**config.mk**
```make
export PLATFORM = sky130hd
export DESIGN_NAME = lpmc_ctrl
export DESIGN_NICKNAME = d
export VERILOG_FILES = /design/src/pkg/lpmc_pkg.sv /design/src/pkg/lpmc_div_if.sv /design/src/hdl/lpmc_sync.sv /design/src/hdl/lpmc_clkdiv.sv /design/src/hdl/lpmc_ctrl.sv
export VERILOG_INCLUDE_DIRS = /design/src /design/src/pkg
export SDC_FILE = /design/constraint.sdc
export NUM_CORES = 1
export LEC_CHECK = 0
export ABC_CLOCK_PERIOD_IN_PS = 4800
export BUFFER_PORTS_ARGS = -buffer_cell sky130_fd_sc_hd__buf_2
export CAP_MARGIN = 20
export CORE_UTILIZATION = 54
export DETAILED_ROUTE_END_ITERATION = 10
export PLACE_DENSITY = 0.95
export SYNTH_ARGS = -nofsm -noshare
export SYNTH_HDL_FRONTEND = slang
export SYNTH_SLANG_ARGS = --single-unit
```
**constraint.sdc**
```tcl
create_clock -name clock_in -period 4.8 [get_ports clock_in]
set_input_delay 0.48 -clock clock_in [delete_from_list [all_inputs] [get_ports clock_in]]
set_output_delay 0.48 -clock clock_in [all_outputs]
set_load 0.05 [all_outputs]
```
**src/pkg/lpmc_consts.svh**
```systemverilog
// Constants of the low power mode controller
`ifndef LPMC_CONSTS_SVH
`define LPMC_CONSTS_SVH
`define LPMC_NPERIPH 8
`define LPMC_NDIV 3
`define LPMC_DIV_W 8
`define LPMC_DIV_ZERO 8'h00
`define LPMC_DIV_ONE 8'h01
`define LPMC_NWAKE 6
`define LPMC_WK_PIN 0
`define LPMC_WK_WDT 1
`define LPMC_WK_TOUCH 2
`define LPMC_WK_USART 3
`define LPMC_WK_SPI 4
`define LPMC_WK_I2C 5
`define LPMC_NSYNC 3
`define LPMC_SY_RST 0
`define LPMC_SY_WAKE 1
`define LPMC_SY_TMR 2
`define LPMC_SYNC_RST 3'h3
`define LPMC_GATE_RST 8'h00
`define LPMC_PERIPH_OFF 8'h00
`define LPMC_TICK_OFF 3'h0
`endif

```
**src/pkg/lpmc_pkg.sv**
```systemverilog
// Types of the low power mode controller
package lpmc_pkg;
  typedef enum logic [2:0] {
    lpmc_st_run = 3'b000,
    lpmc_st_sleep = 3'b001,
    lpmc_st_dsleep = 3'b010,
    lpmc_st_pdown = 3'b011,
    lpmc_st_dpd = 3'b100
  } lpmc_state_t;
  typedef enum logic [1:0] {
    lpmc_req_sleep = 2'b00,
    lpmc_req_dsleep = 2'b01,
    lpmc_req_pdown = 2'b10,
    lpmc_req_dpd = 2'b11
  } lpmc_req_t;
  typedef enum logic [1:0] {
    lpmc_fro_18 = 2'b00,
    lpmc_fro_24 = 2'b01,
    lpmc_fro_30 = 2'b10
  } lpmc_fro_t;
  typedef enum logic [1:0] {
    lpmc_div_9 = 2'b00,
    lpmc_div_12 = 2'b01,
    lpmc_div_15 = 2'b10
  } lpmc_frodiv_t;
  typedef enum logic [1:0] {
    lpmc_mux_none = 2'b00,
    lpmc_mux_fro = 2'b01,
    lpmc_mux_ext = 2'b10,
    lpmc_mux_watchdog_osc = 2'b11
  } lpmc_mux_t;
  typedef enum logic {
    lpmc_ext_xtal = 1'b0,
    lpmc_ext_pin = 1'b1
  } lpmc_ext_t;
endpackage

```
**src/pkg/lpmc_div_if.sv**
```systemverilog
// Carrier between the controller and a peripheral clock divider
`timescale 1ns/100ps
`include "lpmc_consts.svh"
interface lpmc_div_if;
  logic [`LPMC_DIV_W-1:0] divisor;
  logic run;
  logic tick;
  modport ctl (output divisor, output run, input tick);
  modport div (input divisor, input run, output tick);
endinterface

```
**src/hdl/lpmc_sync.sv**
```systemverilog
// Two flop synchroniser for pin level inputs
`timescale 1ns/100ps
`include "lpmc_consts.svh"
module lpmc_sync import lpmc_pkg::*; #(
  parameter int WIDTH = `LPMC_NSYNC,
  parameter logic [WIDTH-1:0] RST = `LPMC_SYNC_RST
) (
  // Clock and reset
  input wire logic clock_in,
  input wire logic rst_b_in,
  // Levels
  input wire logic [WIDTH-1:0] async_in,
  output logic [WIDTH-1:0] sync_out
);
  logic [WIDTH-1:0] meta_q;
  logic [WIDTH-1:0] sync_q;

  always_ff @(posedge clock_in) begin
    if (!rst_b_in) begin
      meta_q <= RST;
      sync_q <= RST;
    end else begin
      meta_q <= async_in;
      sync_q <= meta_q;
    end
  end

  assign sync_out = sync_q;
endmodule

```
**src/hdl/lpmc_clkdiv.sv**
```systemverilog
// Programmable peripheral clock divider producing an enable tick
`timescale 1ns/100ps
`include "lpmc_consts.svh"
module lpmc_clkdiv import lpmc_pkg::*; (
  // Clock and reset
  input wire logic clock_in,
  input wire logic rst_b_in,
  // Divider control
  lpmc_div_if.div port
);
  logic [`LPMC_DIV_W-1:0] cnt_q;
  logic tick_q;
  // Divisor zero parks the divider, saving its toggling
  wire stopped = !port.run || (port.divisor == `LPMC_DIV_ZERO);
  wire wrap = (cnt_q >= port.divisor);

  always_ff @(posedge clock_in) begin
    if (!rst_b_in || stopped) begin
      cnt_q <= `LPMC_DIV_ZERO;
      tick_q <= 1'b0;
    end else begin
      cnt_q <= wrap ? `LPMC_DIV_ZERO : cnt_q + `LPMC_DIV_ONE;
      tick_q <= wrap;
    end
  end

  assign port.tick = tick_q;
endmodule

```
**src/hdl/lpmc_ctrl.sv**
```systemverilog
// Low power mode controller: mode sequencing, clock and power enables
//
// Behaviour
// RULE1 - Sleep stops core clock, wake reenables it
// RULE2 - Sleep lasts until interrupt or reset
// RULE3 - Peripheral clocks keep running in sleep
// RULE4 - Deep sleep: only FRO, watchdog, low-power oscillators
// RULE5 - Deep sleep: analog off, flash standby
// RULE6 - Deep sleep wake sources listed
// RULE7 - Wake needs system and controller enables
// RULE8 - Power down: all off but selected oscillators
// RULE9 - Power down wakes from deep sleep sources
// RULE10 - Deep power down keeps wake pin, timer
// RULE11 - Lock bit refuses deep power down
// RULE12 - Wake pins held high, no movable function
// RULE13 - Watchdog oscillator, brownout: software, off deep
// RULE14 - Per peripheral clock gate bits
// RULE15 - Own dividers for selected peripherals
// RULE16 - Clock muxes offer tied off none input
// RULE17 - Watchdog clock only when run bit set
// RULE18 - Divided FRO runs 15, 12 or 9
// RULE19 - External clock from crystal or pin
`timescale 1ns/100ps
`include "lpmc_consts.svh"
module lpmc_ctrl import lpmc_pkg::*; (
  // Clock and reset
  input wire logic clock_in,
  input wire logic rst_b_in,
  // Core request
  input wire logic sleep_req_in,
  input wire lpmc_req_t mode_req_in,
  input wire logic irq_pending_in,
  // Wake sources and enables
  input wire logic [`LPMC_NWAKE-1:0] wake_src_in,
  input wire logic [`LPMC_NWAKE-1:0] start_en_in,
  input wire logic [`LPMC_NWAKE-1:0] nic_en_in,
  input wire logic usart_sync_slave_in,
  input wire logic spi_slave_in,
  input wire logic i2c_slave_in,
  // Pins and timer
  input wire logic reset_pin_b_in,
  input wire logic wake_pin_b_in,
  input wire logic wake_timeout_in,
  // Power management configuration
  input wire logic dpd_lock_in,
  input wire logic wake_pin_en_in,
  input wire logic reset_wake_en_in,
  input wire logic lposc_en_in,
  input wire logic lposc_dpd_en_in,
  input wire logic pdrun_watchdog_osc_in,
  input wire logic bod_en_in,
  input wire logic pll_en_in,
  input wire logic xtal_en_in,
  // Clock configuration
  input wire logic [`LPMC_NPERIPH-1:0] periph_gate_in,
  input wire logic [`LPMC_NDIV-1:0][`LPMC_DIV_W-1:0] div_value_in,
  input wire lpmc_fro_t fro_sel_in,
  input wire lpmc_ext_t ext_sel_in,
  input wire lpmc_mux_t clk_mux_sel_in,
  // Mode status
  output lpmc_state_t mode_out,
  output logic wake_out,
  output logic dpd_refused_out,
  // Clock enables
  output logic core_clk_en_out,
  output logic [`LPMC_NPERIPH-1:0] periph_clk_en_out,
  output logic [`LPMC_NDIV-1:0] periph_tick_out,
  output lpmc_frodiv_t fro_div_rate_out,
  output logic ext_from_xtal_out,
  output logic ext_from_pin_out,
  output lpmc_mux_t clk_mux_src_out,
  output logic watchdog_osc_clk_avail_out,
  // Power enables
  output logic fro_on_out,
  output logic fro_out_en_out,
  output logic flash_on_out,
  output logic flash_standby_out,
  output logic analog_on_out,
  output logic pll_on_out,
  output logic crystal_osc_on_out,
  output logic watchdog_osc_on_out,
  output logic lposc_on_out,
  output logic bod_on_out,
  output logic core_power_on_out
);
  lpmc_state_t state_q, state_d;
  logic [`LPMC_NSYNC-1:0] pins_s;
  logic wake_q, refused_q;
  logic core_clk_q, fro_q, fro_out_q, flash_q, standby_q, analog_q;
  logic pll_q, xtal_q, watchdog_osc_q, lposc_q, bod_q, power_q;
  logic [`LPMC_NPERIPH-1:0] periph_q;
  lpmc_frodiv_t frodiv_q;
  lpmc_mux_t mux_q;
  logic ext_xtal_q, ext_pin_q, wdclk_q;

  // Pin levels cross in before any decode
  lpmc_sync #(.WIDTH(`LPMC_NSYNC), .RST(`LPMC_SYNC_RST)) u_sync (
    .clock_in(clock_in),
    .rst_b_in(rst_b_in),
    .async_in({wake_timeout_in, wake_pin_b_in, reset_pin_b_in}),
    .sync_out(pins_s)
  );

  // Pins idle high, so a low level is the wake request
  wire rst_pin_hit = !pins_s[`LPMC_SY_RST]; // RULE12
  wire wake_pin_hit = !pins_s[`LPMC_SY_WAKE]; // RULE12
  wire timer_hit = pins_s[`LPMC_SY_TMR];

  // Serial wake sources count only in their slave modes
  wire [`LPMC_NWAKE-1:0] slave_ok = {i2c_slave_in, spi_slave_in, usart_sync_slave_in, 3'h7}; // RULE6
  wire [`LPMC_NWAKE-1:0] wake_qual = wake_src_in & slave_ok & start_en_in & nic_en_in; // RULE7
  wire deep_wake = (|wake_qual) || rst_pin_hit; // RULE6 RULE9
  wire sleep_wake = irq_pending_in || rst_pin_hit; // RULE2
  wire lposc_dpd_run = lposc_en_in && lposc_dpd_en_in; // RULE10
  wire dpd_wake = (wake_pin_hit && wake_pin_en_in) || (rst_pin_hit && reset_wake_en_in) ||
                  (timer_hit && lposc_dpd_run); // RULE10
  wire want_dpd = sleep_req_in && (mode_req_in == lpmc_req_dpd);
  wire dpd_refuse = (state_q == lpmc_st_run) && want_dpd && dpd_lock_in; // RULE11

  always_comb begin
    state_d = state_q;
    unique case (state_q)
      lpmc_st_run: begin
        if (sleep_req_in) begin
          unique case (mode_req_in)
            lpmc_req_sleep: state_d = lpmc_st_sleep; // RULE1
            lpmc_req_dsleep: state_d = lpmc_st_dsleep;
            lpmc_req_pdown: state_d = lpmc_st_pdown;
            lpmc_req_dpd: state_d = dpd_lock_in ? lpmc_st_run : lpmc_st_dpd; // RULE11
          endcase
        end
      end
      lpmc_st_sleep: begin
        if (sleep_wake) begin
          state_d = lpmc_st_run; // RULE1 RULE2
        end
      end
      lpmc_st_dsleep: begin
        if (deep_wake) begin
          state_d = lpmc_st_run; // RULE6
        end
      end
      lpmc_st_pdown: begin
        if (deep_wake) begin
          state_d = lpmc_st_run; // RULE9
        end
      end
      lpmc_st_dpd: begin
        if (dpd_wake) begin
          state_d = lpmc_st_run; // RULE10
        end
      end
      default: state_d = lpmc_st_run;
    endcase
  end

  // Enables are decoded from the next state so they line up with mode_out
  wire n_run = (state_d == lpmc_st_run);
  wire n_awake = n_run || (state_d == lpmc_st_sleep);
  wire n_dsleep = (state_d == lpmc_st_dsleep);
  wire n_dpd = (state_d == lpmc_st_dpd);
  wire core_clk_d = n_run; // RULE1
  wire [`LPMC_NPERIPH-1:0] periph_d = n_awake ? ~periph_gate_in : `LPMC_PERIPH_OFF; // RULE3 RULE4 RULE8 RULE14
  wire fro_d = n_awake || n_dsleep; // RULE4 RULE8
  wire fro_out_d = n_awake; // RULE4
  wire flash_d = n_awake || n_dsleep; // RULE5 RULE8
  wire standby_d = n_dsleep; // RULE5
  wire analog_d = n_awake; // RULE5 RULE8
  wire pll_d = n_awake && pll_en_in; // RULE4 RULE8
  wire xtal_need = xtal_en_in || (ext_sel_in == lpmc_ext_xtal && clk_mux_sel_in == lpmc_mux_ext);
  wire xtal_d = n_awake && xtal_need; // RULE4 RULE8
  wire watchdog_osc_d = !n_dpd && pdrun_watchdog_osc_in; // RULE13
  wire bod_d = !n_dpd && bod_en_in; // RULE13
  wire lposc_d = n_dpd ? lposc_dpd_run : lposc_en_in; // RULE10
  wire power_d = !n_dpd; // RULE10

  // Unpowered watchdog oscillator falls back to the tied off input
  wire wdclk_d = watchdog_osc_d; // RULE17
  wire mux_dead = (clk_mux_sel_in == lpmc_mux_watchdog_osc) && !wdclk_d;
  wire lpmc_mux_t mux_d = mux_dead ? lpmc_mux_none : clk_mux_sel_in; // RULE16 RULE17
  wire ext_xtal_d = (ext_sel_in == lpmc_ext_xtal); // RULE19
  wire ext_pin_d = (ext_sel_in == lpmc_ext_pin); // RULE19

  // Divided FRO is half the selected oscillator rate
  lpmc_frodiv_t frodiv_d;
  always_comb begin
    unique case (fro_sel_in)
      lpmc_fro_18: frodiv_d = lpmc_div_9; // RULE18
      lpmc_fro_24: frodiv_d = lpmc_div_12; // RULE18
      lpmc_fro_30: frodiv_d = lpmc_div_15; // RULE18
      default: frodiv_d = lpmc_div_12;
    endcase
  end

  always_ff @(posedge clock_in) begin
    if (!rst_b_in) begin
      state_q <= lpmc_st_run;
      wake_q <= 1'b0;
      refused_q <= 1'b0;
    end else begin
      state_q <= state_d;
      wake_q <= (state_q != lpmc_st_run) && n_run;
      refused_q <= dpd_refuse;
    end
  end

  always_ff @(posedge clock_in) begin
    if (!rst_b_in) begin
      core_clk_q <= 1'b1;
      periph_q <= ~`LPMC_GATE_RST;
      fro_q <= 1'b1;
      fro_out_q <= 1'b1;
      flash_q <= 1'b1;
      standby_q <= 1'b0;
      analog_q <= 1'b1;
      power_q <= 1'b1;
    end else begin
      core_clk_q <= core_clk_d;
      periph_q <= periph_d;
      fro_q <= fro_d;
      fro_out_q <= fro_out_d;
      flash_q <= flash_d;
      standby_q <= standby_d;
      analog_q <= analog_d;
      power_q <= power_d;
    end
  end

  always_ff @(posedge clock_in) begin
    if (!rst_b_in) begin
      pll_q <= 1'b0;
      xtal_q <= 1'b0;
      watchdog_osc_q <= 1'b0;
      lposc_q <= 1'b0;
      bod_q <= 1'b0;
      wdclk_q <= 1'b0;
      mux_q <= lpmc_mux_none;
      frodiv_q <= lpmc_div_12;
      ext_xtal_q <= 1'b1;
      ext_pin_q <= 1'b0;
    end else begin
      pll_q <= pll_d;
      xtal_q <= xtal_d;
      watchdog_osc_q <= watchdog_osc_d;
      lposc_q <= lposc_d;
      bod_q <= bod_d;
      wdclk_q <= wdclk_d;
      mux_q <= mux_d;
      frodiv_q <= frodiv_d;
      ext_xtal_q <= ext_xtal_d;
      ext_pin_q <= ext_pin_d;
    end
  end

  // Dividers only count while their peripheral clock is enabled
  lpmc_div_if div_if [`LPMC_NDIV] ();
  for (genvar g = 0; g < `LPMC_NDIV; g++) begin : g_div
    assign div_if[g].divisor = div_value_in[g];
    assign div_if[g].run = periph_q[g]; // RULE15
    assign periph_tick_out[g] = div_if[g].tick;
    lpmc_clkdiv u_div (
      .clock_in(clock_in),
      .rst_b_in(rst_b_in),
      .port(div_if[g])
    );
  end

  assign mode_out = state_q;
  assign wake_out = wake_q;
  assign dpd_refused_out = refused_q;
  assign core_clk_en_out = core_clk_q;
  assign periph_clk_en_out = periph_q;
  assign fro_div_rate_out = frodiv_q;
  assign ext_from_xtal_out = ext_xtal_q;
  assign ext_from_pin_out = ext_pin_q;
  assign clk_mux_src_out = mux_q;
  assign watchdog_osc_clk_avail_out = wdclk_q;
  assign fro_on_out = fro_q;
  assign fro_out_en_out = fro_out_q;
  assign flash_on_out = flash_q;
  assign flash_standby_out = standby_q;
  assign analog_on_out = analog_q;
  assign pll_on_out = pll_q;
  assign crystal_osc_on_out = xtal_q;
  assign watchdog_osc_on_out = watchdog_osc_q;
  assign lposc_on_out = lposc_q;
  assign bod_on_out = bod_q;
  assign core_power_on_out = power_q;
endmodule

```
==> flow_summary.ini, run 1 <==
[critical_path]
crit_family = compound AO/OA/AOI/OAI gates
critPathLaunchType = register
critical_path_class = register to register
crit_path_end_kind = register
worstPathCellList = inv_1, ha_1, nand2b_1, a21o_1, a21oi_1, o21ai_2, a2111oi_0
crit_cells = 7
cp_data_arrival_time_ns = 2.26
r2r-end = g_div[0].u_div.cnt_q[1]$_SDFF_PP0_
critPathMaxStageDelay_ns = 0.52
crit_required_ns = 4.98
r2r-start = g_div[0].u_div.cnt_q[0]$_SDFF_PP0_
rr_worst_depth = 7
critical_path_buf_inv_count = 1
cp_slowest_cell = a2111oi_0
startpoint = g_div[0].u_div.cnt_q[0]$_SDFF_PP0_
path_max_fanout = 8
reg2reg_slack_ns = 2.72
endpoint = g_div[0].u_div.cnt_q[1]$_SDFF_PP0_

[routing]
drt_iter0_markers = 87
routedWlPerCell_um = 13.9
wl_um = 7070
ant_nets = 0
num_vias = 2839
vias_per_cell = 5.60
firstDrtPassIters = 4
drc = 0

[run_status]
outcome = finished, final reports clean

[clock_tree]
cts_tree = yes
clock_latency_ns = 0.33
cts_root_buf = clkbuf_8
cts_buffers = 9
clock_path_buffers = 2
clock_sinks = 62
cts_resized = 0
htree_levels = 3
post-cts-setup-buffer-count = 0
holdBufCountCts = 0
clk_pin_slew_ns = 0.07

[place]
detailedPlace.worstSlack_ns = 2.56
portBuffers = 110
gp_congestion = 0.890
hpwlAfterDp_um = 5470
dp.cells = 491

[synth]
synth_cell_types = 42
synth.avg_cell_area_sq_um = 9.66
yosys.area.top_type = dfxtp_1
ys_seq_elements = 62
seq_area_frac_synth = 0.394
syn_area_sq_um = 3150
syn_inst = 326
synthTopCellsByArea = dfxtp_1 39%, ha_1 12%, a2111oi_0 5.3%, inv_1 4.2%, xor2_1 3.3%
syn_nets = 432
synth_top_area_frac = 0.394
ys.warnings.count = 0

[global_route]
grt_pass1_vias = 2821
grtUsageTotal = 0.245
grt_start_max_net_pins = 32
overflow = 0
antenna_found_initial = 1
grt_pass1_wl_um = 12000

[sta]
finalSetupViolCount = 0
maxSlewHeadroom = 0.611
min_period_ns = 2.08
drv_slew = 0
clock.fmax_ghz = 0.481
rsz0062_at_grt = false
whs_ns = 0.325
worst_slew_pin_slew_ns = 0.569
post-route-period-util = 0.433
setup_tns_ns = 0
layout_setup_ws_ns = 2.72
finalClockSkew_ns = 0.00823
hold_viol = 0

[layout]
fin_nets = 536
drive_above_1_share = 0.333
diodes = 0
syn2layout_area_growth_pct = 23.1
fill_cells = 424
final_cells = 507

[floorplan]
start_util = 0.565
die_w_um = 78.4
io_pins = 111
die_h_um = 78.4
die-area_sq_um = 6140
rows = 27
core_sq_um = 5570

[pwr]
peakVddDrop_uv = 224
powerDensity_nw_per_um2 = 319
p_total_w = 0.00124
leakage_nw = 1.89

[min_path]
hold_path_class = input pin to register
hold_depth = 2

[flow_run]
maxCapViolCount = 0
==> worst min path at each step <==
stage                                 from                              end  slack [ns]
2_1_floorplan  u_sync.meta_q[0]$_SDFF_PN1_    u_sync.sync_out[0]$_SDFF_PN1_        0.39
3_3_place_gp   u_sync.meta_q[0]$_SDFF_PN1_    u_sync.sync_out[0]$_SDFF_PN1_        0.39
3_5_place_dp   u_sync.meta_q[0]$_SDFF_PN1_    u_sync.sync_out[0]$_SDFF_PN1_        0.40
4_1_cts                  periph_gate_in[5]  periph_clk_en_out[5]$_SDFF_PN1_        0.32
5_1_grt                  periph_gate_in[4]  periph_clk_en_out[4]$_SDFF_PN1_        0.32
6_report                 periph_gate_in[5]  periph_clk_en_out[5]$_SDFF_PN1_        0.33
==> registers in the layout (all words and copies together), names as in the netlist, 2 cells and up <==
signal	flops
periph_clk_en_out	8
fro_div_rate_out	2
g_div.u_div.port.tick	3
u_sync.sync_out	3
u_sync.meta_q	3
clk_mux_src_out	2
mode_out	3
g_div.u_div.cnt_q	24
==> area by class of cell <==
| cell class | instances | area (sq um) | area share |
|---|---|---|---|
| multi-input combinational | 212 | 1660 | 0.429 |
| sequential | 62 | 1240 | 0.320 |
| timing repair buffer | 110 | 551 | 0.142 |
| clock buffer | 12 | 155 | 0.0400 |
| inverter | 35 | 131 | 0.0339 |
| tap | 72 | 90.1 | 0.0232 |
| clock inverter | 4 | 45.0 | 0.0116 |
==> routing by layer <==
| metal | wire length [um] | global-route usage |
|---|---|---|
| met5 | 17 | 0 |
| met4 | 159 | 0.109 |
| met3 | 420 | 0.0605 |
| met2 | 3550 | 0.432 |
| met1 | 2920 | 0.279 |
==> layout by cell type (no fill, tap or decap), types with 2 or more instances in the layout <==
cell type,count
clkbuf_8,11
nor3_2,2
a21o_1,9
a21oi_1,13
nand2b_1,11
dfxtp_1,62
ha_1,30
o21a_1,3
o21ai_0,5
inv_1,35
nand3_1,18
nor3_1,2
and4_1,2
a211oi_1,4
nor4_1,6
nor2_1,9
o211a_1,3
nand4_1,8
a2111oi_0,19
buf_2,110
o21ai_2,9
a2111oi_1,4
clkinv_2,3
nand2_1,12
and2_1,6
and3_1,6
xor2_1,12
xnor2_1,6
==> cell families (layout without fill, tap and decap cells) <==
group / count (synthesis) / count (layout) / synth area share
buf+inv: 52 / 161 / 0.0779
simple gates: 88 / 88 / 0.166
xor+xnor: 18 / 18 / 0.0501
fa+ha+maj: 30 / 30 / 0.119
flops: 62 / 62 / 0.394
mux: 1 / 1 / 0.00318
compound gates: 75 / 75 / 0.190
==> Yosys cell counts, drive strengths merged <==
library cell / count
a2111oi: 24
a211oi: 4
a21boi: 1
a21o: 9
a21oi: 14
a31o: 1
and2: 6
and3: 6
and3b: 1
and4: 3
buf: 13
clkbuf: 4
dfxtp: 62
ha: 30
inv: 35
mux2i: 1
nand2: 13
nand2b: 12
nand3: 19
nand4: 8
nor2: 9
nor3: 4
nor4: 6
nor4b: 1
o2111ai: 1
o211a: 3
o21a: 3
o21ai: 15
xnor2: 6
xor2: 12
==> per-stage QoR <==
stage	cell area [sq um]	util
floorplan	3150	-
global placement	3680	0.659
detailed placement	3680	0.659
CTS	3880	0.695
global route	3880	0.695
finish	3880	0.695
==> where the power goes <==
part / total, W / internal [W] / switching (W) / leakage (nW)
Combinational: 0.000222 / 0.0000757 / 0.000146 / 1.28
Clock: 0.000458 / 0.000266 / 0.000192 / 0.106
Sequential: 0.000555 / 0.000539 / 0.0000160 / 0.509
Total: 0.00124 / 0.000881 / 0.000354 / 1.89
No activity file was read; power rests on OpenSTA's default activity.
==> run 2, diff against run 1 <==
--- a/config.mk
+++ b/config.mk
@@ -6,12 +6,12 @@
 export SDC_FILE = /design/constraint.sdc
 export NUM_CORES = 1
 export LEC_CHECK = 0
-export ABC_CLOCK_PERIOD_IN_PS = 4800
+export ABC_CLOCK_PERIOD_IN_PS = 2150
 export BUFFER_PORTS_ARGS = -buffer_cell sky130_fd_sc_hd__buf_2
 export CAP_MARGIN = 20
-export CORE_UTILIZATION = 54
+export CORE_UTILIZATION = 50
 export DETAILED_ROUTE_END_ITERATION = 10
-export PLACE_DENSITY = 0.95
+export PLACE_DENSITY = 0.92
 export SYNTH_ARGS = -nofsm -noshare
 export SYNTH_HDL_FRONTEND = slang
 export SYNTH_SLANG_ARGS = --single-unit
==> constraint.sdc (replaced) <==
create_clock -name clock_in -period 2.15 [get_ports clock_in]
set_input_delay 0.215 -clock clock_in [delete_from_list [all_inputs] [get_ports clock_in]]
set_output_delay 0.215 -clock clock_in [all_outputs]
set_load 0.05 [all_outputs]
==> run 2 against run 1 <==
Fmax up 4.9%. Register-to-register slack worse by 2.6 ns. Sequential cell count unchanged. Power up 110%. Largest power group unchanged. Combinational power up 130%. Worst hold slack worse by 0.25 ns.
==> flow_summary.ini, run 2 (synthesis gave the netlist of run 1 again) <==
[run_status]
outcome = finished, final reports clean

[sta]
post-route-period-util = 0.922
hold_viol = 0
layout_setup_ws_ns = 0.168
worst_slew_pin_slew_ns = 0.502
clock.fmax_ghz = 0.505
finalSetupViolCount = 0
finalClockSkew_ns = 0.00852
drv_slew = 0
maxSlewHeadroom = 0.663
min_period_ns = 1.98
rsz0062_at_grt = true

[layout]
mostFrequentLayoutCell = buf_2
mostFrequentLayoutCells = 110 x buf_2, 62 x dfxtp_1, 35 x inv_1
largest_register_ffs = 24
syn2layout_area_growth_pct = 23.3
diodes = 0
fill_cells = 482
fin_nets = 537
regMostFlops = g_div.u_div.cnt_q
drive_above_1_share = 0.337
final_cells = 511

[routing]
routedWlPerCell_um = 13.7
dr_wl_met3_um = 461
num_vias = 2795
firstDrtPassIters = 4
drc = 0
highest-signal-layer = met4
drt-met1-wl_um = 2940
ant_nets = 0
wl_um = 7000
dr_wl_met2_um = 3500
drt_iter0_markers = 74
vias_per_cell = 5.47

[place]
detailedPlace.worstSlack_ns = 0.178
dp.cells = 495
portBuffers = 110
gp_congestion = 0.859
hpwlAfterDp_um = 5400

[pwr]
p_switching_w = 0.000775
switching_share = 0.292
combinationalPowerShare = 0.189
leakage_nw = 1.89
powerDensity_nw_per_um2 = 684
peakVddDrop_uv = 474
internal_power_w = 0.00188
power_frac_seq = 0.467
p_clk_frac = 0.344

[clock_tree]
cts_resized = 0
cts_root_buf = clkbuf_8
clock_latency_ns = 0.32
htree_levels = 3
cts_buffers = 9
clock_sinks = 62
clock_path_buffers = 2
cts_tree = yes
holdBufCountCts = 0
clk_pin_slew_ns = 0.06
post-cts-setup-buffer-count = 0

[critical_path]
crit_required_ns = 2.35
path_max_fanout = 7
cp_data_arrival_time_ns = 2.18
worstPathCellList = inv_1, ha_1, nand2b_1, a21o_1, a21oi_1, o21ai_1, a2111oi_1
critPathMaxStageDelay_ns = 0.45
critPathLaunchType = register
crit_path_end_kind = register
crit_family = compound AO/OA/AOI/OAI gates
cp_slowest_cell = a2111oi_1
critical_path_class = register to register
critical_path_buf_inv_count = 1

[global_route]
grtUsageTotal = 0.221
grt_pass1_vias = 2606
grt_pass1_wl_um = 11200
overflow = 0
antenna_found_initial = 0
grt_start_max_net_pins = 26

[floorplan]
die_h_um = 81.4
die_w_um = 81.4
rows = 28
die-area_sq_um = 6620
start_util = 0.526
io_pins = 111
core_sq_um = 5990

[flow_run]
maxCapViolCount = 0

[min_path]
hold_path_class = input pin to register
==> run 2: cell count changes in the layout (fill, tap and decap cells not counted) <==
cell       before  now
clkbuf_1        1    0
bufinv_16       1    0
a2111oi_1       4   12
buf_4           0    1
a2111oi_0      19   11
clkbuf_8       11   12
clkinv_2        3    4
==> run 2: power groups by stage <==
| stage | clock network (W) | registers, W | logic [W] |
|---|---|---|---|
| CTS | 0.000934 | 0.00124 | 0.000502 |
| global route | 0.000996 | 0.00124 | 0.000544 |
| floorplan | 0 | 0.00137 | 0.000245 |
| global placement | 0 | 0.00126 | 0.000483 |
| detailed placement | 0 | 0.00126 | 0.000499 |
| finish | 0.000915 | 0.00124 | 0.000501 |
==> run 2: per-stage QoR <==
| stage | power [W] | cell area (sq um) | utilization | hold slack, ns | TNS (ns) |
|---|---|---|---|---|---|
| after floorplan | 0.00162 | 3150 | - | 0.302 | 0 |
| after global placement | 0.00174 | 3690 | 0.615 | 0.388 | 0 |
| after detailed placement | 0.00176 | 3690 | 0.615 | 0.402 | 0 |
| after CTS | 0.00267 | 3870 | 0.646 | 0.0564 | 0 |
| after global routing | 0.00278 | 3880 | 0.648 | 0.0495 | -0.0720 |
| final | 0.00265 | 3880 | 0.648 | 0.0723 | 0 |
==> run 2: layout make-up <==
type,count,area (sq um),share of cell area
tap,75,93.8,0.0242
multi-input combinational,212,1670,0.431
clock buffer,12,165,0.0425
timing repair buffer,111,558,0.144
clock inverter,4,20.0,0.00516
inverter,35,131,0.0338
sequential,62,1240,0.320
==> run 2: metal layers <==
| metal | vias to the layer above | GRT usage |
|---|---|---|
| li1 | 1374 | - |
| met1 | 1292 | 0.254 |
| met2 | 113 | 0.380 |
| met3 | 16 | 0.0685 |
| met4 | 0 | 0.0839 |
| met5 | - | 0 |
==> run 2: worst register-to-register path, cell delays in order, from the launching register on <==
cell       delay [ns]
dfxtp_1          0.39
inv_1            0.07
ha_1             0.26
nand2b_1         0.14
a21o_1           0.17
a21oi_1          0.18
o21ai_1          0.22
a2111oi_1        0.45
==> run 2: path summary, 6_finish.rpt <==
path / startpoint / endpoint / slack (ns) / cells after the start
setup / recovery: g_div[1].u_div.cnt_q[0]$_SDFF_PP0_ / g_div[1].u_div.cnt_q[6]$_SDFF_PP0_ / 0.17 / 7
hold / removal: periph_gate_in[2] / periph_clk_en_out[2]$_SDFF_PN1_ / 0.07 / 2
setup reg to reg: g_div[1].u_div.cnt_q[0]$_SDFF_PP0_ / g_div[1].u_div.cnt_q[6]$_SDFF_PP0_ / 0.17 / 7
hold reg to reg: u_sync.meta_q[1]$_SDFF_PN1_ / u_sync.sync_out[1]$_SDFF_PN1_ / 0.42 / 1
